**src/logic/fcsm_pkg.sv**
```systemverilog
// Constants and types shared by the flash bank command state machine.
package fcsm_pkg;
  localparam int BANK_W = 4;
  localparam int NUM_BANKS = 16;
  localparam int CMD_W = 8;

  localparam logic [7:0] CMD_READ_ARRAY = 8'hff;
  localparam logic [7:0] CMD_READ_STATUS = 8'h70;
  localparam logic [7:0] CMD_CLEAR_STATUS = 8'h50;
  localparam logic [7:0] CMD_READ_SIG = 8'h90;
  localparam logic [7:0] CMD_READ_QUERY = 8'h98;
  localparam logic [7:0] CMD_LOCK_SETUP = 8'h60;
  localparam logic [7:0] CMD_OTP_SETUP = 8'hc0;
  localparam logic [7:0] CMD_LOCK_CONFIRM = 8'h01;
  localparam logic [7:0] CMD_LOCKDOWN_CONFIRM = 8'h2f;
  localparam logic [7:0] CMD_SET_CFG_CONFIRM = 8'h03;

  typedef enum logic [1:0] {
    FCSM_OUT_ARRAY  = 2'h0,
    FCSM_OUT_STATUS = 2'h1,
    FCSM_OUT_SIG    = 2'h2,
    FCSM_OUT_QUERY  = 2'h3
  } fcsm_out_t;

  localparam fcsm_out_t OUT_RESET = FCSM_OUT_ARRAY;

  typedef enum logic [5:0] {
    FCSM_READY      = 6'h01,
    FCSM_LOCK_SETUP = 6'h02,
    FCSM_OTP_SETUP  = 6'h04,
    FCSM_OTP_BUSY   = 6'h08,
    FCSM_OTP_BUSY_IS = 6'h10,
    FCSM_ILLEGAL    = 6'h20
  } fcsm_state_t;
endpackage

```
**src/logic/fcsm_bank_mem.sv**
```systemverilog
// Per-bank output state table with registered read port.
`timescale 1ns/10ps
`default_nettype none
module fcsm_bank_mem (
  input wire logic i_mclk,
  input wire logic i_rst_n,
  input wire logic i_ce,
  input wire logic i_wr_en,
  input wire logic [fcsm_pkg::BANK_W-1:0] i_wr_bank,
  input wire fcsm_pkg::fcsm_out_t i_wr_val,
  input wire logic [fcsm_pkg::BANK_W-1:0] i_rd_bank,
  output var fcsm_pkg::fcsm_out_t o_rd_val
);
  fcsm_pkg::fcsm_out_t mem_q [fcsm_pkg::NUM_BANKS];
  fcsm_pkg::fcsm_out_t mem_d [fcsm_pkg::NUM_BANKS];
  fcsm_pkg::fcsm_out_t rd_q;
  fcsm_pkg::fcsm_out_t rd_d;

  genvar g;
  generate
    for (g = 0; g < fcsm_pkg::NUM_BANKS; g++) begin : g_bank
      always_comb begin
        mem_d[g] = mem_q[g];
        if (i_ce && i_wr_en &&
            i_wr_bank == fcsm_pkg::BANK_W'(g)) begin
          mem_d[g] = i_wr_val;
        end
      end
      always_ff @(posedge i_mclk or negedge i_rst_n) begin
        if (!i_rst_n) begin
          mem_q[g] <= fcsm_pkg::OUT_RESET;
        end else begin
          mem_q[g] <= mem_d[g];
        end
      end
    end
  endgenerate

  always_comb begin
    rd_d = rd_q;
    if (i_ce) begin
      rd_d = mem_q[i_rd_bank];
    end
  end

  always_ff @(posedge i_mclk or negedge i_rst_n) begin
    if (!i_rst_n) begin
      rd_q <= fcsm_pkg::OUT_RESET;
    end else begin
      rd_q <= rd_d;
    end
  end

  assign o_rd_val = rd_q;
endmodule
`default_nettype wire

```
**src/logic/fcsm_top.sv**
```systemverilog
// Command front end: bank output states and lock/OTP command sequencing.
// Summary of operation
// - Output change only affects the addressed bank.
// - Four output kinds, chosen by last command.
// - Bank keeps state until written again.
// - Next state ignores bank output state.
// - Power-up puts every bank in array read.
// - Setup commands ignored while busy, except in OTP busy, where they move to FCSM_OTP_BUSY_IS.
// - 60h enters lock setup, C0h OTP setup.
// - Lock setup confirms or errors back to ready.
// - 70h status, 50h clears, 90h/98h signature/query.
`timescale 1ns/10ps
`default_nettype none
module fcsm_top (
  input wire logic i_mclk,
  input wire logic i_nrst,
  input wire logic i_ce,
  input wire logic i_wr,
  input wire logic [fcsm_pkg::BANK_W-1:0] i_wr_bank,
  input wire logic [fcsm_pkg::CMD_W-1:0] i_wr_data,
  input wire logic [fcsm_pkg::BANK_W-1:0] i_rd_bank,
  input wire logic i_pec_busy,
  input wire logic i_pec_done,
  output var fcsm_pkg::fcsm_out_t o_rd_sel,
  output var fcsm_pkg::fcsm_state_t o_state,
  output logic o_lock_stb,
  output logic o_lockdown_stb,
  output logic o_cfg_stb,
  output logic [fcsm_pkg::BANK_W-1:0] o_op_bank,
  output logic [fcsm_pkg::CMD_W-1:0] o_otp_word,
  output logic o_otp_start,
  output logic o_status_clr,
  output logic o_lock_err
);
  logic [1:0] rst_sync_q;
  logic rst_n;
  fcsm_pkg::fcsm_state_t state_q, state_d;
  logic lock_stb_q, lock_stb_d;
  logic lockdown_stb_q, lockdown_stb_d;
  logic cfg_stb_q, cfg_stb_d;
  logic otp_start_q, otp_start_d;
  logic status_clr_q, status_clr_d;
  logic lock_err_q, lock_err_d;
  logic [fcsm_pkg::BANK_W-1:0] op_bank_q, op_bank_d;
  logic [fcsm_pkg::CMD_W-1:0] otp_word_q, otp_word_d;
  logic out_wr;
  fcsm_pkg::fcsm_out_t out_val;
  logic wr;

  // The reset is released through two flops so that release is synchronous.
  always_ff @(posedge i_mclk or negedge i_nrst) begin
    if (!i_nrst) begin
      rst_sync_q <= 2'h0;
    end else begin
      rst_sync_q <= {rst_sync_q[0], 1'b1};
    end
  end
  assign rst_n = rst_sync_q[1];

  assign wr = i_ce && i_wr;

  // Output kind per command; decided from the command only, not the state
  // the bank currently presents.
  always_comb begin
    out_wr = 1'b0;
    out_val = fcsm_pkg::FCSM_OUT_ARRAY;
    // Setup second cycles carry data, and the illegal state freezes output.
    if (wr && (state_q == fcsm_pkg::FCSM_READY ||
               state_q == fcsm_pkg::FCSM_OTP_BUSY)) begin
      unique case (i_wr_data)
        fcsm_pkg::CMD_READ_ARRAY: begin
          out_wr = 1'b1;
          out_val = fcsm_pkg::FCSM_OUT_ARRAY;
        end
        fcsm_pkg::CMD_READ_STATUS: begin
          out_wr = 1'b1;
          out_val = fcsm_pkg::FCSM_OUT_STATUS;
        end
        fcsm_pkg::CMD_READ_SIG: begin
          out_wr = 1'b1;
          out_val = fcsm_pkg::FCSM_OUT_SIG;
        end
        fcsm_pkg::CMD_READ_QUERY: begin
          out_wr = 1'b1;
          out_val = fcsm_pkg::FCSM_OUT_QUERY;
        end
        default: begin
          out_wr = 1'b0;
        end
      endcase
    end
  end

  fcsm_bank_mem u_bank_mem (
    .i_mclk(i_mclk),
    .i_rst_n(rst_n),
    .i_ce(i_ce),
    .i_wr_en(out_wr),
    .i_wr_bank(i_wr_bank),
    .i_wr_val(out_val),
    .i_rd_bank(i_rd_bank),
    .o_rd_val(o_rd_sel)
  );

  always_comb begin
    state_d = state_q;
    lock_stb_d = 1'b0;
    lockdown_stb_d = 1'b0;
    cfg_stb_d = 1'b0;
    otp_start_d = 1'b0;
    status_clr_d = 1'b0;
    lock_err_d = lock_err_q;
    op_bank_d = op_bank_q;
    otp_word_d = otp_word_q;
    if (wr && i_wr_data == fcsm_pkg::CMD_CLEAR_STATUS &&
        state_q != fcsm_pkg::FCSM_LOCK_SETUP &&
        state_q != fcsm_pkg::FCSM_OTP_SETUP) begin
      status_clr_d = 1'b1;
      lock_err_d = 1'b0;
    end
    unique case (state_q)
      fcsm_pkg::FCSM_READY: begin
        if (wr && !i_pec_busy) begin
          if (i_wr_data == fcsm_pkg::CMD_LOCK_SETUP) begin
            state_d = fcsm_pkg::FCSM_LOCK_SETUP;
            op_bank_d = i_wr_bank;
          end else if (i_wr_data == fcsm_pkg::CMD_OTP_SETUP) begin
            state_d = fcsm_pkg::FCSM_OTP_SETUP;
            op_bank_d = i_wr_bank;
          end
        end
      end
      fcsm_pkg::FCSM_LOCK_SETUP: begin
        if (wr && !i_pec_busy) begin
          state_d = fcsm_pkg::FCSM_READY;
          op_bank_d = i_wr_bank;
          unique case (i_wr_data)
            fcsm_pkg::CMD_LOCK_CONFIRM: lock_stb_d = 1'b1;
            fcsm_pkg::CMD_LOCKDOWN_CONFIRM: lockdown_stb_d = 1'b1;
            fcsm_pkg::CMD_SET_CFG_CONFIRM: cfg_stb_d = 1'b1;
            default: lock_err_d = 1'b1;
          endcase
        end
      end
      fcsm_pkg::FCSM_OTP_SETUP: begin
        if (wr && !i_pec_busy) begin
          state_d = fcsm_pkg::FCSM_OTP_BUSY;
          otp_word_d = i_wr_data;
          otp_start_d = 1'b1;
        end
      end
      fcsm_pkg::FCSM_OTP_BUSY: begin
        if (i_ce && i_pec_done) begin
          state_d = fcsm_pkg::FCSM_READY;
        end else if (wr && (i_wr_data == fcsm_pkg::CMD_LOCK_SETUP ||
                            i_wr_data == fcsm_pkg::CMD_OTP_SETUP)) begin
          state_d = fcsm_pkg::FCSM_OTP_BUSY_IS;
        end
      end
      fcsm_pkg::FCSM_OTP_BUSY_IS: begin
        // A write without completion returns to plain busy; completion here, even with a write, is
        // illegal because a setup was left hanging.
        if (i_ce && i_pec_done) begin
          state_d = fcsm_pkg::FCSM_ILLEGAL;
        end else if (wr) begin
          state_d = fcsm_pkg::FCSM_OTP_BUSY;
        end
      end
      fcsm_pkg::FCSM_ILLEGAL: begin
        // Only clearing the status lets software leave the illegal state.
        if (wr && i_wr_data == fcsm_pkg::CMD_CLEAR_STATUS) begin
          state_d = fcsm_pkg::FCSM_READY;
        end
      end
      default: begin
        state_d = fcsm_pkg::FCSM_READY;
      end
    endcase
    if (!i_ce) begin
      state_d = state_q;
      lock_stb_d = lock_stb_q;
      lockdown_stb_d = lockdown_stb_q;
      cfg_stb_d = cfg_stb_q;
      otp_start_d = otp_start_q;
      status_clr_d = status_clr_q;
    end
  end

  always_ff @(posedge i_mclk or negedge rst_n) begin
    if (!rst_n) begin
      state_q <= fcsm_pkg::FCSM_READY;
      lock_stb_q <= 1'b0;
      lockdown_stb_q <= 1'b0;
      cfg_stb_q <= 1'b0;
      otp_start_q <= 1'b0;
      status_clr_q <= 1'b0;
      lock_err_q <= 1'b0;
      op_bank_q <= 4'h0;
      otp_word_q <= 8'h00;
    end else begin
      state_q <= state_d;
      lock_stb_q <= lock_stb_d;
      lockdown_stb_q <= lockdown_stb_d;
      cfg_stb_q <= cfg_stb_d;
      otp_start_q <= otp_start_d;
      status_clr_q <= status_clr_d;
      lock_err_q <= lock_err_d;
      op_bank_q <= op_bank_d;
      otp_word_q <= otp_word_d;
    end
  end

  assign o_state = state_q;
  assign o_lock_stb = lock_stb_q;
  assign o_lockdown_stb = lockdown_stb_q;
  assign o_cfg_stb = cfg_stb_q;
  assign o_otp_start = otp_start_q;
  assign o_status_clr = status_clr_q;
  assign o_lock_err = lock_err_q;
  assign o_op_bank = op_bank_q;
  assign o_otp_word = otp_word_q;
endmodule
`default_nettype wire

```
**config.mk**
```make
export PLATFORM = sky130hd
export DESIGN_NAME = fcsm_top
export DESIGN_NICKNAME = d
export VERILOG_FILES = /design/src/logic/fcsm_pkg.sv /design/src/logic/fcsm_bank_mem.sv /design/src/logic/fcsm_top.sv
export SDC_FILE = /design/constraint.sdc
export NUM_CORES = 1
export LEC_CHECK = 0
export BUFFER_PORTS_ARGS = -buffer_cell sky130_fd_sc_hd__clkbuf_2
export CELL_PAD_IN_SITES_DETAIL_PLACEMENT = 0
export CELL_PAD_IN_SITES_GLOBAL_PLACEMENT = 1
export CORE_MARGIN = 2
export CORE_UTILIZATION = 35
export DETAILED_ROUTE_END_ITERATION = 6
export PLACE_DENSITY = 0.76
export SLEW_MARGIN = 20
export SYNTH_ARGS = -nofsm -noshare
export SYNTH_HDL_FRONTEND = slang
export SYNTH_SLANG_ARGS = --single-unit
```
**constraint.sdc**
```tcl
create_clock -name i_mclk -period 1.9 [get_ports i_mclk]
set_input_delay 0.095 -clock i_mclk [delete_from_list [all_inputs] [get_ports i_mclk]]
set_output_delay 0.095 -clock i_mclk [all_outputs]
set_load 0.02 [all_outputs]
```
==> results of run 1 <==
==> cells in the mapped netlist (all sizes together) (2+ instances only) <==
library cell / count
a32o: 3
o31ai: 2
nor4b: 2
nand2: 11
nor4: 10
clkbuf: 8
mux2: 47
nor3: 7
o22ai: 3
nand2b: 4
nor2: 6
o21ai: 7
mux4: 10
and4: 2
nand4: 4
xor2: 2
inv: 11
dfrtp: 59
or4: 6
and4b: 3
nand3: 9
==> flip-flops by register name, summed over array words and instances, names as in the netlist <==
| name | flops |
|---|---|
| o_cfg_stb | 1 |
| o_lock_err | 1 |
| o_lock_stb | 1 |
| o_lockdown_stb | 1 |
| o_op_bank | 4 |
| o_otp_start | 1 |
| o_otp_word | 8 |
| o_state | 6 |
| o_status_clr | 1 |
| rst_sync_q | 2 |
| u_bank_mem.mem_q | 32 |
| u_bank_mem.o_rd_val | 2 |
==> worst max-delay path by stage <==
| stage | end | slack (ns) | cells past startpoint |
|---|---|---|---|
| floorplan | o_state[1]$_DFFE_PN0P_ | -0.20 | 6 |
| global placement | u_bank_mem.mem_q[10]$_DFFE_PN0P_ | -0.22 | 6 |
| detailed placement | u_bank_mem.mem_q[10]$_DFFE_PN0P_ | -0.25 | 6 |
| CTS | u_bank_mem.mem_q[13]$_DFFE_PN0P_ | -0.08 | 5 |
| global route | u_bank_mem.mem_q[13]$_DFFE_PN0P_ | -0.16 | 5 |
| finish | u_bank_mem.mem_q[13]$_DFFE_PN0P_ | -0.09 | 5 |
==> kinds of logic after synthesis <==
| family | after synthesis | share of synthesized area |
|---|---|---|
| simple gates | 72 | 0.1489 |
| compound gates | 23 | 0.06180 |
| mux | 58 | 0.2559 |
| buf+inv | 20 | 0.02530 |
| xor+xnor | 3 | 0.008712 |
| other cells | 1 | 0.001243 |
| flops | 60 | 0.4981 |
==> cell type report <==
class,instances,area share
Multi-Input combinational cell,157,0.3909
Clock buffer,13,0.04280
Clock inverter,3,0.01018
Timing Repair Buffer,95,0.1535
Sequential cell,60,0.3613
Inverter,11,0.009877
Tap cell,105,0.03143
==> critical path: cells and delay by family (launching register included) <==
kind	cells	cell delay, ns
DFF	1	0.44
buffers and inverters	1	0.18
muxes	1	0.32
and+or+nand+nor	3	0.94
==> per-layer routing <==
layer | up-vias | GRT usage | routed length, um | share of wire
li1 | 1106 | - | - | -
met3 | 9 | 0.03179 | 213 | 0.029
met5 | - | 0 | 0 | 0
met2 | 41 | 0.2580 | 3533 | 0.48
met4 | 0 | 0.05092 | 102 | 0.014
met1 | 1172 | 0.2266 | 3449 | 0.47
==> power groups by stage <==
| stage | clock (mW) | sequential, mW | combinational, mW |
|---|---|---|---|
| after floorplan | 0 | 1.68 | 0.501 |
| after global placement | 0 | 1.53 | 1.13 |
| after detailed placement | 0 | 1.54 | 1.14 |
| after CTS | 1.26 | 1.52 | 1.31 |
| after global routing | 1.35 | 1.54 | 1.42 |
| final | 1.23 | 1.52 | 1.33 |
==> repair_timing <==
item	4_1_cts	5_1_grt
hold buffers	1	0
buffers inserted	4	2
gates resized for setup	20	6
endpoints found under the hold margin	2	0
endpoints found under the setup margin	29	34
pin swaps	5	2
==> run_results.csv, run 1 <==
group,metric,value,unit
worst_setup_path,r2r_end,"u_bank_mem.mem_q[13]$_DFFE_PN0P_",
power_and_ir_drop,power_frac_seq,0.373,
yosys,synth_cell_type_count,46,
worst_hold_path,hold_class,"in -> reg",
worst_hold_path,holdPathEnd,"o_state[5]$_DFFE_PN0P_",
route,drt_iter0_drc,138,
finish,multi_input_area,1634,um2
yosys,synth_flop_cell,"dfrtp_1",
worst_setup_path,required,2.11,ns
timing,fin_ws,-0.09009,ns
finish,layout_commonest_cell,"dfrtp_1",
power_and_ir_drop,peakVddDrop,404.7,uV
yosys,syn_area_per_cell,12.73,um2
route,dr.pass1.iters,4,
global_routing,grt.overflow.total,0,
route,wire_per_inst,16.44,um
timing,hold_violations,0,
yosys,yosys-top-cells-area,"dfrtp_1, mux2_2, mux4_2",
yosys,synth_nets,259,
placed_design,io_buffers,47,
yosys,synth_edf_count,0,
worst_setup_path,worstRegToRegCells,5,
route,drc_errors,0,
power_and_ir_drop,switchingPower,1.262,mW
worst_setup_path,reg2reg_slack,-0.09,ns
timing,period_share,1.047,
timing,setup-violations-final,26,
global_routing,grt_max_degree,43,
die,die-width,96.84,um
finish,nets,356,
worst_hold_path,hold_depth,2,
status,status,"complete, but fails checks",
worst_setup_path,cp-end-kind,"register",
clock_network,cts_tree,"yes",
clock_network,cts-root-buf,"clkbuf_8",
placed_design,placed_area,3775,um2
power_and_ir_drop,power,4.083,mW
placed_design,post-place-ws,-0.2453,ns
route,antenna_left,0,
die,die_h,96.84,um
yosys,yosysSeqAreaShare,0.4981,
power_and_ir_drop,combPwrFrac,0.325,
yosys,syn_area,3017,um2
timing,whs,0.07444,ns
status,violations,"setup timing",
die,core,8299,um2
worst_setup_path,crit_path_start_kind,"register",
route,vias,2328,
yosys,synth.largest_area_cell,"dfrtp_1",
timing,final.min_clock_period,1.990,ns
timing,drv_slew,0,
clock_network,numClockSinks,60,
placed_design,dp.final_hpwl,5435,um
finish,final_cell_mix,"dfrtp_1, clkbuf_2, buf_4",
worst_setup_path,crit_path_max_incr_delay,0.45,ns
finish,num-fill-cells,734,
power_and_ir_drop,swShare,0.3090,
route,drt-total-wl,7298,um
finish,regArea,1510,um2
worst_setup_path,path_class,"reg -> reg",
clock_network,cts.path.max_buffers,2,
worst_setup_path,startpoint,"o_state[4]$_DFFE_PN0P_",
clock_network,cts.htree.levels,3,
clock_network,clock_latency,0.33,ns
yosys,yosys_warnings,0,
timing,skew,0.007675,ns
power_and_ir_drop,leakage,2.011,nW
yosys,syn_inst,237,
finish,insertedDiodeCount,0,
power_and_ir_drop,power-per-cell-area,976.8,nW/um2
global_routing,grt_pass1_wl,12370,um
worst_setup_path,worst-endpoint-arrival,2.20,ns
run,maxCapViolCount,0,
die,start_util,0.3635,
clock_network,cts_made_buffers,9,
worst_setup_path,crit_slowest_cell,"or4_4",
placed_design,gp_congestion,0.8078,
timing,setup_tns,-1.062,ns
placed_design,dp.cells,422,
finish,syn2layout_area_growth,38.57,%
yosys,synth_top_area_share,0.4894,
yosys,ys_async_sr_fraction,1.000,
die,dieArea,9378,um2
global_routing,grtUsageTotal,0.1629,
timing,rsz0062_at_grt,"yes",
timing,fmax,502.5,MHz
finish,final-instance-count-excl-fill,444,
finish,final_core_util,0.5037,
clock_network,clkTransAtPathRegs,0.07,ns
power_and_ir_drop,power.share.clock,0.302,
die,std_cell_rows,33,
yosys,synth.ff_latch_count,60,
finish,final_area,4180,um2
worst_setup_path,path_max_fanout,9,
die,ios,48,
finish,layout-drive-gt1-share,0.5841,
global_routing,grt_pass1_vias,2430,
worst_setup_path,rr_startpoint,"o_state[4]$_DFFE_PN0P_",
route,avgViaCountPerCell,5.243,
global_routing,antenna_found_initial,0,
worst_setup_path,path_cells,"nor4_4 > nand4_1 > buf_6 > or4_4 > mux2_4",
power_and_ir_drop,power.internal,2.822,mW
worst_hold_path,holdCritStartpoint,"i_pec_done",
Note: power is estimated with default switching activity, not from simulation.
==> inputs of run 2 (changes only) <==
Settings changed: ABC_AREA from default to 1, PLACE_DENSITY 0.76 to 0.82.
==> run 2 against run 1 <==
  * Largest cell class unchanged
  * Combinational power shrank 4%
  * The flow now finishes without violations
  * Synthesized cell count increased by 91%
  * Count of clock-buffer cells in the layout fell by 3
==> run_results.csv, run 2 <==
group,metric,value,unit
yosys,yosysSeqAreaShare,0.4551,
timing,worst_slew_margin_rel,0.6158,
route,avgViaCountPerCell,5.112,
finish,insertedDiodeCount,0,
yosys,yosys-top-cells-area,"dfrtp_1, nand2_1, nand3_1",
finish,nets,523,
yosys,synth_edf_count,0,
clock_network,cts_tree,"yes",
global_routing,grt_max_degree,59,
yosys,ys_async_sr_fraction,1.000,
clock_network,cts.path.max_buffers,2,
timing,fin_ws,0.1770,ns
die,ios,48,
worst_setup_path,required,2.13,ns
route,drt_iter0_drc,142,
timing,skew,0.01332,ns
power_and_ir_drop,power-per-cell-area,1075,nW/um2
worst_setup_path,cp-end-kind,"register",
placed_design,io_buffers,47,
placed_design,placed_area,3657,um2
timing,worst_pin_slew,0.5757,ns
finish,syn2layout_area_growth,18.04,%
yosys,synth.largest_area_cell,"dfrtp_1",
die,dieArea,10230,um2
route,wire_per_inst,13.37,um
timing,rsz0062_at_grt,"no",
global_routing,grtUsageTotal,0.1730,
global_routing,grt_pass1_wl,13820,um
power_and_ir_drop,power,4.190,mW
route,drt-total-wl,8252,um
worst_setup_path,crit_path_start_kind,"register",
yosys,synth.ff_latch_count,60,
timing,setup_tns,0,ns
timing,fmax,580.4,MHz
route,dr.pass1.iters,5,
yosys,syn_area_per_cell,7.289,um2
yosys,synthTopCellsByCount,"nand2_1, nand3_1, dfrtp_1",
die,die_h,101.1,um
finish,largest_reg_flops,32,
die,die-width,101.1,um
placed_design,gp_congestion,0.8663,
power_and_ir_drop,combPwrFrac,0.307,
placed_design,dp.final_hpwl,5968,um
power_and_ir_drop,leakage,2.013,nW
power_and_ir_drop,power.share.clock,0.311,
finish,layout_commonest_cell,"nand2_1",
timing,drv_slew,0,
finish,final_cell_mix,"nand2_1, nand3_1, dfrtp_1",
power_and_ir_drop,power_frac_seq,0.382,
status,status,"finished, final reports clean",
die,start_util,0.3590,
placed_design,dp.cells,600,
clock_network,clock_latency,0.35,ns
power_and_ir_drop,switchingPower,1.559,mW
worst_hold_path,hold_class,"in -> reg",
clock_network,cts-root-buf,"clkbuf_8",
yosys,synth_most_common_cell,"nand2_1",
run,maxCapViolCount,0,
worst_setup_path,worst-endpoint-arrival,1.96,ns
worst_setup_path,path_class,"reg -> reg",
finish,final_area,3897,um2
global_routing,grt.overflow.total,0,
yosys,synth_flop_cell,"dfrtp_1",
yosys,syn_inst,453,
worst_setup_path,path_max_fanout,48,
timing,hold_violations,0,
route,vias,3154,
power_and_ir_drop,peakVddDrop,551.8,uV
timing,final.min_clock_period,1.723,ns
yosys,synth_top_area_share,0.4471,
clock_network,numClockSinks,60,
clock_network,cts_made_buffers,9,
route,drc_errors,0,
clock_network,postCtsSetupRepairBufs,0,
yosys,yosys_warnings,0,
worst_setup_path,reg2reg_slack,0.18,ns
finish,layout-drive-gt1-share,0.1818,
power_and_ir_drop,swShare,0.3721,
global_routing,antenna_found_initial,0,
finish,regMostFlops,"u_bank_mem.mem_q",
yosys,syn_area,3302,um2
yosys,synth_cell_type_count,29,
route,antenna_left,0,
yosys,synth_nets,475,
clock_network,cts.htree.levels,3,
finish,final-instance-count-excl-fill,617,
die,std_cell_rows,35,
global_routing,grt_pass1_vias,2932,
die,core,9196,um2
clock_network,clkTransAtPathRegs,0.08,ns
timing,period_share,0.9068,
power_and_ir_drop,power.internal,2.631,mW
placed_design,post-place-ws,0.2012,ns
timing,setup-violations-final,0,
==> run 2: power groups by stage <==
stage	logic [mW]	registers [mW]	clock network [mW]
after floorplan	0.687	1.83	0
after global placement	1.25	1.62	0
after detailed placement	1.27	1.62	0
after CTS	1.28	1.60	1.33
after global routing	1.42	1.62	1.39
final	1.28	1.60	1.30
==> run 2: path summary, 6_finish.rpt <==
kind / start / to / cells after the start
worst max-delay path: o_state[3]$_DFFE_PN0P_ / u_bank_mem.mem_q[3]$_DFFE_PN0P_ / 9
worst min-delay path: i_wr_data[2] / o_otp_word[2]$_DFFE_PN0P_ / 3
worst max register to register: o_state[3]$_DFFE_PN0P_ / u_bank_mem.mem_q[3]$_DFFE_PN0P_ / 9
worst min register to register: rst_sync_q[1]$_DFF_PN0_ / o_state[1]$_DFFE_PN0P_ / 1
max in group asynchronous: rst_sync_q[1]$_DFF_PN0_ / o_state[0]$_DFFE_PN1P_ / 1
min in group asynchronous: i_nrst / rst_sync_q[0]$_DFF_PN0_ / 2
==> run 2: area by class of cell <==
class | count | area (um2)
fill | 966 | 5299
multi-input combinational | 341 | 1567
sequential | 60 | 1504
timing repair buffer | 55 | 335.3
tap | 111 | 138.9
clock buffer | 10 | 137.6
inverter | 34 | 127.6
clock inverter | 6 | 87.58
==> run 2: cells by family (layout without fill, tap and decap cells) <==
| logic type | count (synthesis) | count (layout) | share of synthesized area |
|---|---|---|---|
| AOI/OAI and AO/OA | 27 | 27 | 0.04850 |
| other | 1 | 1 | 0.001136 |
| and+or+nand+nor | 313 | 313 | 0.4233 |
| buffers and inverters | 52 | 105 | 0.07199 |
| DFF | 60 | 60 | 0.4551 |
==> run 2: stage by stage <==
| step | util | hold slack [ns] |
|---|---|---|
| 6_report | 0.4238 | 0.04527 |
| 5_1_grt | 0.4238 | 0.05822 |
| 4_1_cts | 0.4233 | 0.03882 |
| 3_5_place_dp | 0.3977 | -0.1168 |
| 3_3_place_gp | 0.3977 | -0.1189 |
| 2_1_floorplan | - | -0.2006 |
==> run 2: repair_timing <==
item / 4_1_cts / 5_1_grt
endpoints found under the setup margin: 0 / 1
hold endpoints to repair: 2 / 0
hold buffers: 1 / 0
gates resized for setup: 0 / 1
==> run 2: metal layers <==
metal,global-route usage,share of wire
met1,0.2396,0.48
met5,0,0
met3,0.03589,0.051
met4,0.06965,0.019
met2,0.2654,0.45
==> run 2: critical path: stages, from the launching register on <==
cell and delay [ns]:
dfrtp_1 0.43, nor2_2 0.19, nand2_1 0.11, nor2_4 0.15, inv_2 0.07, a21oi_4 0.14, buf_12 0.23, nand3_1 0.14
nand2_1 0.09, nand2_1 0.05
==> inputs of run 3 (changes only) <==
Settings changed: CORE_UTILIZATION 35 to 25, PLACE_DENSITY 0.82 to 0.65.
==> run 3 against run 2 <==
  * Power increased by 5.9%
  * Utilization is 11 points lower
  * Via count fell by 3.1%
  * Setup slack gained 0.031 ns
  * Clock skew is 0.0047 ns lower
  * Hold slack better by 0.026 ns
  * Sequential share of layout area is 1.3 points lower
  * Global-route usage fell by 3.8 points
  * Register-to-register slack better by 0.03 ns
  * Die area increased by 38%
  * Sequential cell count unchanged
  * Critical endpoint is now u_bank_mem.mem_q[15]$_DFFE_PN0P_
==> run_results.csv, run 3 (same netlist as run 2, synthesis figures left out) <==
group,metric,value,unit
worst_setup_path,crit_buf_inv,2,
placed_design,gp_congestion,0.8818,
timing,period_share,0.8905,
timing,setup-violations-final,0,
clock_network,ctsResizeCount,0,
global_routing,grt_pass1_wl,15050,um
timing,hold_violations,0,
timing,setup_tns,0,ns
route,drc_errors,0,
finish,regMostFlops,"u_bank_mem.mem_q",
worst_setup_path,required,2.12,ns
die,core,12770,um2
clock_network,clock_latency,0.33,ns
route,vias,3056,
die,ios,48,
worst_setup_path,cpMostUsedCell,"nand2_1",
finish,largest_reg_flops,32,
worst_setup_path,startpoint,"o_state[3]$_DFFE_PN0P_",
finish,layout-drive-gt1-share,0.1798,
die,die-width,118.9,um
die,std_cell_rows,41,
power_and_ir_drop,switchingPower,1.596,mW
timing,final.min_clock_period,1.692,ns
finish,final_core_util,0.3157,
route,antenna_left,0,
worst_hold_path,hold_class,"in -> reg",
worst_setup_path,crit_path_max_incr_delay,0.43,ns
worst_setup_path,path_cells,"nor2_2 > nand2_1 > nor2_4 > inv_2 > a21oi_4 > buf_12 > nand3_1 > nand2_1 > nand2_1",
power_and_ir_drop,power-per-cell-area,1101,nW/um2
worst_setup_path,crit_end,"u_bank_mem.mem_q[15]$_DFFE_PN0P_",
worst_setup_path,reg2reg_slack,0.21,ns
worst_hold_path,holdCritStartpoint,"i_rd_bank[3]",
power_and_ir_drop,power.internal,2.842,mW
timing,whs,0.07140,ns
clock_network,numClockSinks,60,
route,dr.pass1.iters,4,
die,die_h,118.9,um
worst_setup_path,rr_startpoint,"o_state[3]$_DFFE_PN0P_",
worst_setup_path,crit_path_start_kind,"register",
power_and_ir_drop,power_frac_seq,0.363,
power_and_ir_drop,combPwrFrac,0.288,
worst_setup_path,crit_slowest_cell,"dfrtp_1",
route,drt_iter0_drc,201,
global_routing,grt_pass1_vias,3047,
worst_setup_path,worstRegToRegCells,9,
clock_network,cts.path.max_buffers,2,
status,status,"finished, final reports clean",
power_and_ir_drop,swShare,0.3596,
route,drt-total-wl,8901,um
clock_network,postCtsSetupRepairBufs,0,
worst_setup_path,path_class,"reg -> reg",
timing,fmax,591.0,MHz
clock_network,clkTransAtPathRegs,0.05,ns
finish,nets,523,
finish,layout_commonest_cell,"nand2_1",
worst_setup_path,r2r_end,"u_bank_mem.mem_q[15]$_DFFE_PN0P_",
worst_setup_path,path_delay_family,"simple AND/OR/NAND/NOR gates",
die,dieArea,14140,um2
route,wire_per_inst,13.13,um
global_routing,grt.overflow.total,0,
clock_network,cts-root-buf,"clkbuf_16",
timing,worst_slew_margin_rel,0.6118,
worst_setup_path,cp_num_cells,9,
power_and_ir_drop,leakage,2.052,nW
timing,worst_pin_slew,0.5798,ns
die,start_util,0.2585,
clock_network,hold_buffers,1,
global_routing,grtUsageTotal,0.1350,
global_routing,grt_max_degree,49,
power_and_ir_drop,peakVddDrop,451.8,uV
clock_network,cts_made_buffers,9,
finish,final_cell_mix,"nand2_1, nand3_1, dfrtp_1",
placed_design,io_buffers,47,
clock_network,cts.htree.levels,3,
placed_design,dp.final_hpwl,6512,um
worst_setup_path,path_max_fanout,48,
worst_setup_path,cp-end-kind,"register",
power_and_ir_drop,power.share.clock,0.349,
timing,rsz0062_at_grt,"no",
timing,skew,0.008664,ns
route,avgViaCountPerCell,4.507,
clock_network,cts_tree,"yes",
finish,insertedDiodeCount,0,
timing,drv_slew,0,
run,maxCapViolCount,0,
finish,syn2layout_area_growth,22.13,%
worst_setup_path,worst-endpoint-arrival,1.91,ns
global_routing,antenna_found_initial,0,
==> run 3: changes by cell type in the layout (fill, tap and decap cells not counted) <==
| cell | previous run | this run |
|---|---|---|
| bufinv_16 | 2 | 0 |
| clkbuf_8 | 10 | 3 |
| clkinvlp_4 | 3 | 1 |
| nand3_1 | 59 | 60 |
| clkbuf_16 | 0 | 9 |
| nand3_2 | 2 | 1 |
| clkinv_2 | 1 | 3 |
==> run 3: per-stage QoR <==
step,instances,power [mW],cell area (um2),worst slack (ns)
2_1_floorplan,453,2.520,3302,0.1075
3_3_place_gp,661,2.920,3734,0.2317
3_5_place_dp,661,2.918,3734,0.2155
4_1_cts,678,4.483,4033,0.1980
5_1_grt,678,4.726,4033,0.01978
6_report,678,4.438,4033,0.2081
==> run 3: cell type report <==
cell class / instances / area [um2]
clock buffers: 12 / 266.5
clock inverters: 4 / 22.52
fillers: 1390 / 8741
inverters: 34 / 127.6
multi-input cells: 341 / 1562
flip-flops and latches: 60 / 1504
well taps: 172 / 215.2
repair buffers: 55 / 335.3
==> run 3: worst register-to-register path, delay by kind of cell (launching register included) <==
kind | cells | cell delay, ns
buf+inv | 2 | 0.32
simple gates | 6 | 0.69
flops | 1 | 0.43
compound gates | 1 | 0.15
==> run 3: worst min path at each step <==
stage | cells past startpoint | endpoint | slack, ns
2_1_floorplan | 0 | rst_sync_q[0]$_DFF_PN0_ | -0.20
3_3_place_gp | 1 | rst_sync_q[0]$_DFF_PN0_ | -0.12
3_5_place_dp | 1 | rst_sync_q[0]$_DFF_PN0_ | -0.12
4_1_cts | 4 | u_bank_mem.o_rd_val[1]$_DFFE_PN0P_ | 0.06
5_1_grt | 2 | rst_sync_q[0]$_DFF_PN0_ | 0.08
6_report | 4 | u_bank_mem.o_rd_val[1]$_DFFE_PN0P_ | 0.07
==> run 3: routing by layer <==
| layer | vias to the layer above | global-route usage | wire (um) |
|---|---|---|---|
| li1 | 1592 | - | - |
| met1 | 1385 | 0.1775 | 4311 |
| met2 | 65 | 0.2112 | 4050 |
| met3 | 14 | 0.03209 | 364 |
| met4 | 0 | 0.05878 | 174 |
| met5 | - | 0 | 0 |
==> run 3: power groups by stage <==
stage          sequential [mW]  clock (mW)  combinational [mW]
6_report                  1.61        1.55                1.28
5_1_grt                   1.64        1.65                1.44
4_1_cts                   1.62        1.58                1.29
3_5_place_dp              1.63           0                1.28
3_3_place_gp              1.63           0                1.29
2_1_floorplan             1.83           0               0.687
